## config.mk

```make
export PLATFORM = sky130hd
export DESIGN_NAME = nbi_host
export DESIGN_NICKNAME = d
export VERILOG_FILES = /design/src/nbi_pkg.sv /design/src/nbi_fifo.sv /design/src/nbi_host.sv
export SDC_FILE = /design/constraint.sdc
export NUM_CORES = 1
export LEC_CHECK = 0
export BUFFER_PORTS_ARGS = -buffer_cell sky130_fd_sc_hd__buf_2
export CORE_MARGIN = 2
export CORE_UTILIZATION = 37
export CTS_BUF_LIST = sky130_fd_sc_hd__clkbuf_8
export CTS_CLUSTER_SIZE = 30
export DETAILED_ROUTE_END_ITERATION = 10
export MAX_ROUTING_LAYER = met4
export PLACE_DENSITY = 0.58
export RECOVER_POWER = 100
export SETUP_SLACK_MARGIN = 0.02
export SKIP_CTS_REPAIR_TIMING = 1
export SYNTH_ARGS = -nofsm -noshare
export SYNTH_HDL_FRONTEND = slang
export SYNTH_SLANG_ARGS = --single-unit
```

## constraint.sdc

```tcl
create_clock -name mclk -period 3.1 [get_ports mclk]
set_input_delay 0.465 -clock mclk [delete_from_list [all_inputs] [get_ports mclk]]
set_output_delay 0.465 -clock mclk [all_outputs]
set_load 0.02 [all_outputs]
```

## src/nbi_pkg.sv

```systemverilog
// Shared constants for the NAND bus host controller
package nbi_pkg;
  localparam int DATA_W      = 8;
  localparam int COL_W       = 12;
  localparam int ROW_W       = 18;
  localparam int ADDR_CYCLES = 5;
  localparam int PAGE_BYTES  = 2112;
  localparam int MAIN_BYTES  = 2048;
  localparam int SPARE_BYTES = 64;
  localparam int PAGES_PER_BLK = 64;
  localparam int NUM_BLOCKS  = 4096;
  localparam int PLANE_BIT   = 6;
  localparam int PAGE_BITS   = 6;
  localparam int FIFO_DEPTH  = 16;
  // Strobe timing, in ns, and derived cycle counts at 100 MHz
  localparam int CLK_PERIOD_NS = 10;
  localparam int STROBE_LOW_NS = 20;
  localparam int STROBE_HIGH_NS = 20;
  localparam int LOW_CYC  = (STROBE_LOW_NS + CLK_PERIOD_NS - 1) / CLK_PERIOD_NS;
  localparam int HIGH_CYC = (STROBE_HIGH_NS + CLK_PERIOD_NS - 1) / CLK_PERIOD_NS;
  localparam logic [3:0] TIM_LOW  = 4'(LOW_CYC);
  localparam logic [3:0] TIM_HIGH = 4'(HIGH_CYC);
  // Request kinds
  localparam logic [1:0] OP_CMD  = 2'h0;
  localparam logic [1:0] OP_ADDR = 2'h1;
  localparam logic [1:0] OP_DIN  = 2'h2;
  localparam logic [1:0] OP_DOUT = 2'h3;
  localparam logic [DATA_W-1:0] BYTE_ZERO = 8'h00;
  localparam logic [2:0] CYC_ZERO = 3'h0;
  localparam logic [2:0] CYC_LAST = 3'h4;
  localparam logic [COL_W-1:0] COL_ONE = 12'h001;
endpackage : nbi_pkg

```

## src/nbi_fifo.sv

```systemverilog
// Parameterised valid/ready FIFO in flip-flops
`timescale 1ns/1ps
module nbi_fifo #(
  parameter int WIDTH = 8,
  parameter int DEPTH = 16
) (
  // Clock and reset
  input  wire logic             mclk,
  input  wire logic             rst_n,
  // Fill side
  input  wire logic             in_valid,
  output logic                  in_ready,
  input  wire logic [WIDTH-1:0] in_data,
  // Drain side
  output logic                  out_valid,
  input  wire logic             out_ready,
  output logic [WIDTH-1:0]      out_data
);
  localparam int AW = $clog2(DEPTH);
  logic [WIDTH-1:0] mem_r [DEPTH];
  logic [AW-1:0]    wp_r;
  logic [AW-1:0]    rp_r;
  logic [AW:0]      cnt_r;
  wire              push = in_valid && in_ready;
  wire              pop  = out_valid && out_ready;

  assign in_ready  = (cnt_r != (AW+1)'(DEPTH));
  assign out_valid = (cnt_r != '0);
  assign out_data  = mem_r[rp_r];

  always_ff @(posedge mclk) begin
    if (push) begin
      mem_r[wp_r] <= in_data;
    end
  end

  always_ff @(posedge mclk or negedge rst_n) begin
    if (!rst_n) begin
      wp_r  <= '0;
      rp_r  <= '0;
      cnt_r <= '0;
    end else begin
      if (push) begin
        wp_r <= (wp_r == AW'(DEPTH-1)) ? '0 : wp_r + 1'b1;
      end
      if (pop) begin
        rp_r <= (rp_r == AW'(DEPTH-1)) ? '0 : rp_r + 1'b1;
      end
      cnt_r <= cnt_r + (AW+1)'(push) - (AW+1)'(pop);
    end
  end
endmodule // nbi_fifo

```

## src/nbi_host.sv

```systemverilog
// Host controller driving the multiplexed NAND flash bus
// Behaviour
// Chip enable high deselects; device tristates.
// Host drives chip enable low to select.
// Bytes latch on write enable rising edge.
// Command latch high marks command byte.
// Address latch high marks address byte.
// Read enable pulses; sample after falling edge.
// Device steps column per read pulse.
// Write protect low blocks program/erase.
// Busy low during operations, high after.
// Host supplies pull-up on ready/busy.
// One shared 8-bit bus, strobes select kind.
// Five address cycles; 12-bit column first.
// 18-bit row in cycles three to five.
// Host drives unused address bits low.
// Row bit A18 selects plane.
// Extra address bytes ignored by device.
// Array holds 4096 blocks.
// Each block holds 64 pages.
// Page has 2048 main, 64 spare bytes.
// Latch enable pattern selects command/address.
// Row splits into page and block.
// At most one latch enable per cycle.
`timescale 1ns/1ps
module nbi_host #(
  parameter int DATA_W = nbi_pkg::DATA_W,
  parameter int DEPTH  = nbi_pkg::FIFO_DEPTH
) (
  // Clock and reset
  input  wire logic              mclk,
  input  wire logic              rst_n,
  // Request port
  input  wire logic              req_valid,
  output logic                   req_ready,
  input  wire logic [1:0]        req_op,
  input  wire logic [DATA_W-1:0] req_byte,
  input  wire logic              req_last,
  // Full address load
  input  wire logic              addr_valid,
  input  wire logic [nbi_pkg::COL_W-1:0] addr_col,
  input  wire logic [nbi_pkg::ROW_W-1:0] addr_row,
  // Read data out
  output logic                   rd_valid,
  input  wire logic              rd_ready,
  output logic [DATA_W-1:0]      rd_data,
  // Status
  output logic                   busy,
  output logic                   idle,
  output logic                   dev_ready,
  output logic [nbi_pkg::COL_W-1:0] col_track,
  output logic                   plane_sel,
  output logic [5:0]             page_sel,
  output logic [11:0]            block_sel,
  input  wire logic              wp_enable,
  // Flash pins
  output logic                   ce_n,
  output logic                   cle,
  output logic                   ale,
  output logic                   we_n,
  output logic                   re_n,
  output logic                   wp_n,
  input  wire logic              rb_in,
  input  wire logic [DATA_W-1:0] io_in,
  output logic [DATA_W-1:0]      io_out,
  output logic                   io_oe_n
);
  typedef enum logic [2:0] {ST_IDLE, ST_LOW, ST_HIGH, ST_ADDR_LOW, ST_ADDR_HIGH}
    nbi_state_type;

  nbi_state_type    st_r, st_nxt;
  logic [3:0]       tim_r;
  logic [1:0]       op_r;
  logic             last_r;
  logic [2:0]       acyc_r;
  logic [39:0]      abuf_r;
  logic             ce_n_r, cle_r, ale_r, we_n_r, re_n_r, oe_n_r;
  logic [DATA_W-1:0] io_r;
  logic             rb_s_r;
  logic [nbi_pkg::COL_W-1:0] col_r;
  logic [nbi_pkg::ROW_W-1:0] row_r;
  logic             push_v;
  logic             fifo_in_ready;

  // Five address bytes, unused high bits forced low
  wire [39:0] abytes = {6'h00, addr_row[17:16], addr_row[15:8], addr_row[7:0],
                        4'h0, addr_col[11:8], addr_col[7:0]};
  wire        tim_done  = (tim_r == 4'h0);
  wire        is_read   = (op_r == nbi_pkg::OP_DOUT);
  // Address load wins over a plain request
  wire        take_req  = (st_r == ST_IDLE) && req_valid && !addr_valid;
  wire        take_addr = (st_r == ST_IDLE) && addr_valid;
  wire        rd_room   = !is_read || fifo_in_ready;
  // Exactly the cycles the device needs, no more
  wire        cyc_done  = (acyc_r == nbi_pkg::CYC_LAST);

  always_comb begin
    st_nxt = st_r;
    case (st_r)
      ST_IDLE: begin
        if (take_addr) begin
          st_nxt = ST_ADDR_LOW;
        end else if (take_req) begin
          st_nxt = ST_LOW;
        end
      end
      ST_LOW: begin
        if (tim_done && rd_room) begin
          st_nxt = ST_HIGH;
        end
      end
      ST_HIGH: begin
        if (tim_done) begin
          st_nxt = ST_IDLE;
        end
      end
      ST_ADDR_LOW: begin
        if (tim_done) begin
          st_nxt = ST_ADDR_HIGH;
        end
      end
      ST_ADDR_HIGH: begin
        if (tim_done) begin
          st_nxt = cyc_done ? ST_IDLE : ST_ADDR_LOW;
        end
      end
      default: st_nxt = ST_IDLE;
    endcase
  end

  // Sample read byte at end of strobe low phase
  assign push_v = (st_r == ST_LOW) && is_read && tim_done && fifo_in_ready;

  always_ff @(posedge mclk or negedge rst_n) begin
    if (!rst_n) begin
      st_r   <= ST_IDLE;
      tim_r  <= 4'h0;
    end else begin
      st_r <= st_nxt;
      if (st_nxt != st_r) begin
        tim_r <= (st_nxt == ST_LOW || st_nxt == ST_ADDR_LOW) ? nbi_pkg::TIM_LOW - 4'h1
                                                             : nbi_pkg::TIM_HIGH - 4'h1;
      end else if (!tim_done) begin
        tim_r <= tim_r - 4'h1;
      end
    end
  end

  always_ff @(posedge mclk or negedge rst_n) begin
    if (!rst_n) begin
      op_r   <= nbi_pkg::OP_CMD;
      last_r <= 1'b1;
      io_r   <= nbi_pkg::BYTE_ZERO;
      acyc_r <= nbi_pkg::CYC_ZERO;
      abuf_r <= '0;
    end else if (take_addr) begin
      op_r   <= nbi_pkg::OP_ADDR;
      last_r <= 1'b0;
      abuf_r <= abytes;
      io_r   <= abytes[7:0];
      acyc_r <= nbi_pkg::CYC_ZERO;
    end else if (take_req) begin
      op_r   <= req_op;
      last_r <= req_last;
      io_r   <= req_byte;
    end else if (st_r == ST_ADDR_HIGH && tim_done && !cyc_done) begin
      acyc_r <= acyc_r + 3'h1;
      abuf_r <= {8'h00, abuf_r[39:8]};
      io_r   <= abuf_r[15:8];
    end
  end

  // Kind of the cycle about to start, decoded one edge ahead of the pins
  wire [1:0] nxt_op   = take_addr ? nbi_pkg::OP_ADDR : (take_req ? req_op : op_r);
  wire       nxt_rd   = (nxt_op == nbi_pkg::OP_DOUT);
  wire       nxt_byte = (st_nxt == ST_LOW) || (st_nxt == ST_HIGH);
  wire       nxt_addr = (st_nxt == ST_ADDR_LOW) || (st_nxt == ST_ADDR_HIGH);
  wire       nxt_cmd  = nxt_byte && (nxt_op == nbi_pkg::OP_CMD);
  wire       nxt_ale  = nxt_addr || (nxt_byte && nxt_op == nbi_pkg::OP_ADDR);

  // Pin drive: strobes and latch enables
  always_ff @(posedge mclk or negedge rst_n) begin
    if (!rst_n) begin
      ce_n_r <= 1'b1;
      cle_r  <= 1'b0;
      ale_r  <= 1'b0;
      we_n_r <= 1'b1;
      re_n_r <= 1'b1;
      oe_n_r <= 1'b1;
    end else begin
      if (st_nxt == ST_LOW || st_nxt == ST_ADDR_LOW) begin
        ce_n_r <= 1'b0;
      end else if (st_nxt == ST_IDLE && st_r != ST_IDLE && last_r) begin
        ce_n_r <= 1'b1;
      end
      // Only one latch enable at a time; data cycles leave both low
      cle_r  <= nxt_cmd;
      ale_r  <= nxt_ale;
      we_n_r <= !((st_nxt == ST_LOW && !nxt_rd) || st_nxt == ST_ADDR_LOW);
      re_n_r <= !(st_nxt == ST_LOW && nxt_rd);
      oe_n_r <= (st_nxt == ST_IDLE) || nxt_rd;
    end
  end

  // Column tracking mirrors device auto-increment
  always_ff @(posedge mclk or negedge rst_n) begin
    if (!rst_n) begin
      col_r  <= '0;
      row_r  <= '0;
      rb_s_r <= 1'b0;
    end else begin
      rb_s_r <= rb_in;
      if (take_addr) begin
        col_r <= addr_col;
        row_r <= addr_row;
      end else if (st_r == ST_HIGH && tim_done && (op_r == nbi_pkg::OP_DOUT ||
                   op_r == nbi_pkg::OP_DIN)) begin
        col_r <= col_r + nbi_pkg::COL_ONE;
      end
    end
  end

  // Read bytes wait here until the user takes them
  nbi_fifo #(
    .WIDTH (DATA_W),
    .DEPTH (DEPTH)
  ) u_fifo (
    .mclk      (mclk),
    .rst_n     (rst_n),
    .in_valid  (push_v),
    .in_ready  (fifo_in_ready),
    .in_data   (io_in),
    .out_valid (rd_valid),
    .out_ready (rd_ready),
    .out_data  (rd_data)
  );

  // Write protect pin is the inverse of the enable input; register-driven
  logic wp_n_r, busy_r, idle_r, rq_r;
  always_ff @(posedge mclk or negedge rst_n) begin
    if (!rst_n) begin
      wp_n_r <= 1'b0;
      busy_r <= 1'b0;
      idle_r <= 1'b1;
      rq_r   <= 1'b0;
    end else begin
      wp_n_r <= !wp_enable;
      busy_r <= (st_nxt != ST_IDLE);
      idle_r <= (st_nxt == ST_IDLE);
      // Ready only after a full idle edge
      rq_r   <= (st_nxt == ST_IDLE) && !take_req && !take_addr;
    end
  end

  assign req_ready = rq_r;
  assign busy      = busy_r;
  assign idle      = idle_r;
  assign dev_ready = rb_s_r;
  assign col_track = col_r;
  assign plane_sel = row_r[nbi_pkg::PLANE_BIT];
  assign page_sel  = row_r[nbi_pkg::PAGE_BITS-1:0];
  assign block_sel = row_r[nbi_pkg::ROW_W-1:nbi_pkg::PAGE_BITS];
  assign wp_n      = wp_n_r;
  assign ce_n      = ce_n_r;
  assign cle       = cle_r;
  assign ale       = ale_r;
  assign we_n      = we_n_r;
  assign re_n      = re_n_r;
  assign io_out    = io_r;
  assign io_oe_n   = oe_n_r;
endmodule // nbi_host

```

# --- Word-level counts from Yosys, hierarchy flattened ---
# Memory sizes are Yosys's and may differ from the RTL's.
# Cells that the tools add are included.
op_classes:
  n_addsub: 7
  eq_ne: 19
  n_mux: 31
  reduce_logical: 51
ops:
  columns: ["operator", "n"]
  rows:
  - ["$mux 40", 3]
  - ["$mux 3", 9]
  - ["$mux 12", 2]
  - ["$mux 8", 3]
  - ["$logic_and 1x1->1", 21]
  - ["$mux 4", 4]
  - ["$pmux 3 s5", 1]
  - ["$add 12x1->12 const B", 1]
  - ["$eq 3x2->1 const B", 4]
  - ["$eq 3x3->1 const B", 3]
  - ["$logic_not 1->1", 9]
  - ["$reduce_bool 3->1", 3]
  - ["$add 4x1->4 const B", 2]
  - ["$eq 4x4->1 const B", 2]
  - ["$logic_or 1x1->1", 8]
  - ["$reduce_bool 2->1", 4]
  - ["$eq 2x2->1 const B", 3]
  - ["$eq 3x1->1 const B", 2]
  - ["$logic_not 3->1", 2]
  - ["$mux 1", 6]
  - ["$mux 2", 3]
  - ["$add 5x1->5", 1]
  - ["$ne 5x5->1 const B", 1]
  - ["$reduce_bool 5->1", 1]
  - ["9 further kinds", 10]
totals:
  register_bits: 115
  ram_bits: 128
  in_bits: 56
  out_inout_bits: 59
  word_cells: 132
  n_memories: 1
mem_list:
  columns: ["name", "depth", "word_bits", "rd", "rd_clocked_by_memory_dff", "wr", "line_no", "text"]
  rows:
  - ["u_fifo.mem_r", 16, 8, 1, 0, 1, "nbi_fifo.sv:20", "logic [WIDTH-1:0] mem_r [DEPTH];"]

# --- Depth between registers and ports, before layout ---
logic_depth:
  word_depth: 11
  depth_mapped: 15
  mapped_depth_nobuf: 15

# --- Cells and area by module ---
# From an unflattened synthesis, not the netlist that was laid out.
hier_totals:
  cells_unflattened: 737
  area_unflattened_um2: 9918.3
by_module_without_submodules:
  columns: ["module", "n_inst", "cells_each", "area_each_um2"]
  rows:
  - ["nbi_fifo", 1, 325, 5895.7]
  - ["nbi_host", 1, 412, 4022.6]

# --- Least setup slack after synthesis ---
# OpenSTA, ideal clock, no wires.
synth_timing:
  path_type: "register -> register"
  start: "reg u_fifo.cnt_r[3]"
  end: "reg u_fifo.cnt_r[4]"
  setup_ns: 0.125
  arrival_ns: 2.320
  required_time_ns: 2.975
  setup_slack_ns: 0.655
  stages_incl_launch_ff: 16
  period_less_slack_ns: 2.445
  cell_sequence: "dfrtp_1 > inv_1 > ha_1 > nand3_1 > nand2_1 > inv_1 > ha_1 > inv_1 > ha_1 > inv_1 > fa_1 > inv_1 > a21oi_1 > nor2_1 > nor2_1 > xnor2_1"
synth_via:
  elab_cells_between_ends: 7
synth_lines:
  columns: ["item", "line_no", "text"]
  rows:
  - ["from (decl)", "nbi_fifo.sv:23", "logic [AW:0] cnt_r;"]
  - ["from (signal assigned)", "nbi_fifo.sv:49", "cnt_r <= cnt_r + (AW+1)'(push) - (AW+1)'(pop);"]
  - ["$reduce_bool 5->1", "nbi_fifo.sv:28", "assign out_valid = (cnt_r != '0);"]
  - ["via rd_valid", "nbi_host.sv:44", "output logic rd_valid,"]
  - ["$logic_and 1x1->1", "nbi_fifo.sv:25", "wire pop = out_valid && out_ready;"]
  - ["via u_fifo.pop", "nbi_fifo.sv:25", null]
  - ["$sub 5x1->5", "nbi_fifo.sv:49", null]
# The timed path passes the listed nets, and every way through them passes these cells.
# A chain may end at the register's enable or synchronous reset.

# --- Worst setup path after layout ---
layout_timing:
  start: "reg u_fifo.rp_r[0]"
  end: "out rd_data[1]"
layout_via:
  elab_chain_cells: 1
layout_lines:
  columns: ["item", "line_no", "text"]
  rows:
  - ["from (decl)", "nbi_fifo.sv:22", "logic [AW-1:0] rp_r;"]
  - ["from (signal assigned)", "nbi_fifo.sv:47", "rp_r <= (rp_r == AW'(DEPTH-1)) ? '0 : rp_r + 1'b1;"]
  - ["$mem_v2 16x8", null, null]
  - ["to (decl)", "nbi_host.sv:46", "output logic [DATA_W-1:0] rd_data,"]
# No other way between the ends.

==> summary.md <==
| Metric | Value |
|---|---|
| Status | completed |
| Die area | 27800 µm² |
| Largest net degree at the start of global routing | 54 |
| ANT nets after route | 0 |
| Placer Congestion | 0.812 |
| FFs w/ async S/R, synth | 44.1% |
| Area grow syn2layout | 17.0% |
| Sequential power share | 40.3% |
| Initial Utilization | 37.6% |
| Seq/Total Area, Yosys | 65.1% |
| Core area | 26100 µm² |
| WL/cell | 18.2 µm |
| Cell Int Power | 6.82 mW |
| Fraction of layout cells with a size suffix above 1 | 17.4% |
| Endpoint type of the worst setup path | output pin |
| Global Route Usage Sum | 17.2% |
| Total CTS buffers | 40 |
| # DRC | 0 |
| Slew HR | 18.2% |
| Max Cap Viol | 0 |
| NetSw | 4.02 mW |
| HPWL Detailed | 15900 µm |
| Switching share of total power | 37.1% |
| Maximum VDD drop | 0.000485 V |
| Synth warn | 0 |
| Final setup viols | 0 |
| Worst clock skew | 0.0185 ns |
| Syn_nets | 839 |
| Clock network power share | 26.0% |
| Critical path required time | 2.63 ns |
| CP max-delay cell | dfrtp_4 |
| Max Slew Vio Count | 0 |
| I/O pins | 115 |
| Drt total wl | 23200 µm |
| Fmax | 0.338 GHz |
| Via count | 6458 |
| Final Hold Viols | 0 |
| Max FO, Critical Path | 20 |
| Worst skew pair latency | 0.53 ns |
| Worst-Margin Slew | 1.23 ns |
| CP Cell Sequence | clkbuf_4, mux4_2, a22oi_1, nand2_1, clkbuf_2 |
| Die Y | 167 µm |
| Distinct cells, synth | 59 |
| Syn_area_per_cell | 12.8 µm² |
| Placed inst area | 10800 µm² |
| TritonRoute pass-1 iters | 5 |
| Max H-tree Level | 2 |
| Final instance area | 11500 µm² |
| Min cycle time layout | 2.96 ns |
| Worst hold slack | 0.0405 ns |
| Flops & latches, synth | 229 |
| Logic pwr share | 33.7% |
| CTS max path bufs | 3 |
| Gate Count Post-Synth | 767 |
| CP Launch Type | flip-flop |
| Initial antenna violation count | 2 |
| Leakage Power | 4.64 nW |
| Post-synth EDFFs | 128 |
| Fin crit share | 95.5% |
| Vias in the first global route | 6526 |
| Clk slew on worst S/H paths | 0.06 ns |
| Fin Setup TNS | 0 ns |
| Most common flop cell mapped by yosys | edfxtp_1 |
| Unrepaired setup endpoints after global routing | false |
| Worst setup path class | flip-flop to output pin |
| Die X | 167 µm |
| Drt first-iter violations | 362 |
| Commonest non-fill, non-tap cell in the layout | edfxtp_1 |
| CTS root buf | clkbuf_8 |
| First-pass GRT wire length | 36700 µm |
| PwrDens | 945 nW/µm² |
| TritonCTS Sinks | 229 |
| Congestion Overflow GR | 0 |
| Worst stage delay on the critical path | 0.62 ns |
| Arrival time worst endpoint | 2.50 ns |
| # rows | 59 |
| Most frequent cells in the layout | edfxtp_1 (128), nand2_1 (126), dfrtp_1 (94) |
| Final #Nets | 981 |
| Vias per inst | 5.07 |
| CTS tree | yes |
| Post-Synthesis Cell Area | 9810 µm² |
| HP Class | input pin to flip-flop |
| # port buffers | 114 |
-- critical path, delay by kind of cell, from the launching register on --
family                 cells  cell delay, ns
AO/OA/AOI/OAI              1            0.20
buffers and inverters      2            0.51
flip-flops                 1            0.62
multiplexers               1            0.52
AND/OR/NAND/NOR            1            0.11
-- Yosys cell counts (all sizes together) (2+ instances only) --
cell type | count | area, µm²
nor3 | 11 | 66.3
o41ai | 8 | 70.1
inv | 30 | 113
nand4bb | 2 | 22.5
mux2 | 9 | 101
nor2 | 63 | 244
xnor2 | 15 | 131
clkbuf | 16 | 60.1
mux2i | 35 | 350
a21oi | 36 | 180
o211ai | 2 | 15.0
edfxtp | 128 | 3840
nor2b | 3 | 18.8
mux4 | 16 | 360
or3 | 4 | 25.0
nand4 | 2 | 18.8
xor2 | 3 | 26.3
nand2 | 126 | 473
dfstp | 6 | 158
nor3b | 3 | 32.5
a22oi | 10 | 75.1
a221oi | 8 | 70.1
dfrtp | 95 | 2380
and3 | 4 | 25.0
o21ai | 39 | 199
buf | 22 | 110
nand3 | 12 | 60.1
ha | 15 | 188
and2 | 11 | 68.8
a21o | 4 | 30.0
nand3b | 2 | 15.0
a31oi | 8 | 65.1
o31ai | 2 | 15.0
nand2b | 2 | 12.5
-- final timing paths --
check / from / to / slack [ns] / depth (start not counted)
setup / recovery: u_fifo.rp_r[0] / rd_data[1] / 0.14 / 5
hold / removal: rb_in / dev_ready / 0.04 / 1
setup reg to reg: st_r[2] / io_out[5] / 0.28 / 5
hold reg to reg: ce_n / ce_n / 0.46 / 2
max in group asynchronous: rst_n / re_n / 1.44 / 3
min in group asynchronous: rst_n / row_r[17] / 0.72 / 2
-- stage by stage --
stage,power (mW),util [%],setup WS [ns],cells
final,10.8,44.0,0.139,1274
after global routing,11.5,44.0,0.0314,1274
after CTS,11.1,44.7,0.0448,1271
after global placement,8.22,41.5,0.623,1201
after floorplan,7.05,-,0.655,767
after detailed placement,8.28,41.5,0.603,1201
-- cells by family (layout without fill, tap and decap cells) --
group / Yosys count / in the layout / synth area share (%)
buf+inv: 68 / 238 / 2.88
mux: 60 / 60 / 8.28
other cells: 0 / 2 / 0
xor+xnor: 18 / 18 / 1.61
flops: 229 / 229 / 65.1
compound gates: 126 / 126 / 8.31
fa+ha+maj: 16 / 16 / 2.12
simple gates: 250 / 250 / 11.8
-- registers in the layout, summed over array words and instances, names as in the netlist, 2 cells and up --
| register | cells |
|---|---|
| u_fifo.mem_r | 128 |
| abuf_r | 26 |
| row_r | 18 |
| col_track | 12 |
| io_out | 8 |
| u_fifo.cnt_r | 5 |
| tim_r | 4 |
| u_fifo.rp_r | 4 |
| u_fifo.wp_r | 4 |
| acyc_r | 3 |
| st_r | 3 |
| op_r | 2 |
-- power by group through the flow --
stage                     registers (mW)  logic, mW  clock network (mW)
final                               4.37       3.66                2.82
after global routing                4.45       4.04                3.04
after CTS                           4.37       3.87                2.90
after detailed placement            4.42       3.87                   0
after global placement              4.42       3.81                   0
after floorplan                     4.52       2.53                   0
-- routing by layer --
layer / vias to the layer above / share of wire [%] / track usage [%]
met3: 31 / 5.0 / 3.33
li1: 3050 / - / -
met1: 3214 / 45 / 22.4
met4: 0 / 1.6 / 4.46
met5: - / 0 / -
met2: 163 / 49 / 27.9
-- cell type report --
type	count	area [µm²]
Fill cell	2474	14600
Sequential cell	229	6380
Multi-Input combinational cell	470	3090
Timing Repair Buffer	138	646
Clock buffer	46	633
Tap cell	335	419
Clock inverter	24	188
Inverter	30	113
Antenna cell	2	5.00
Note: power is estimated with default switching activity, not from simulation.
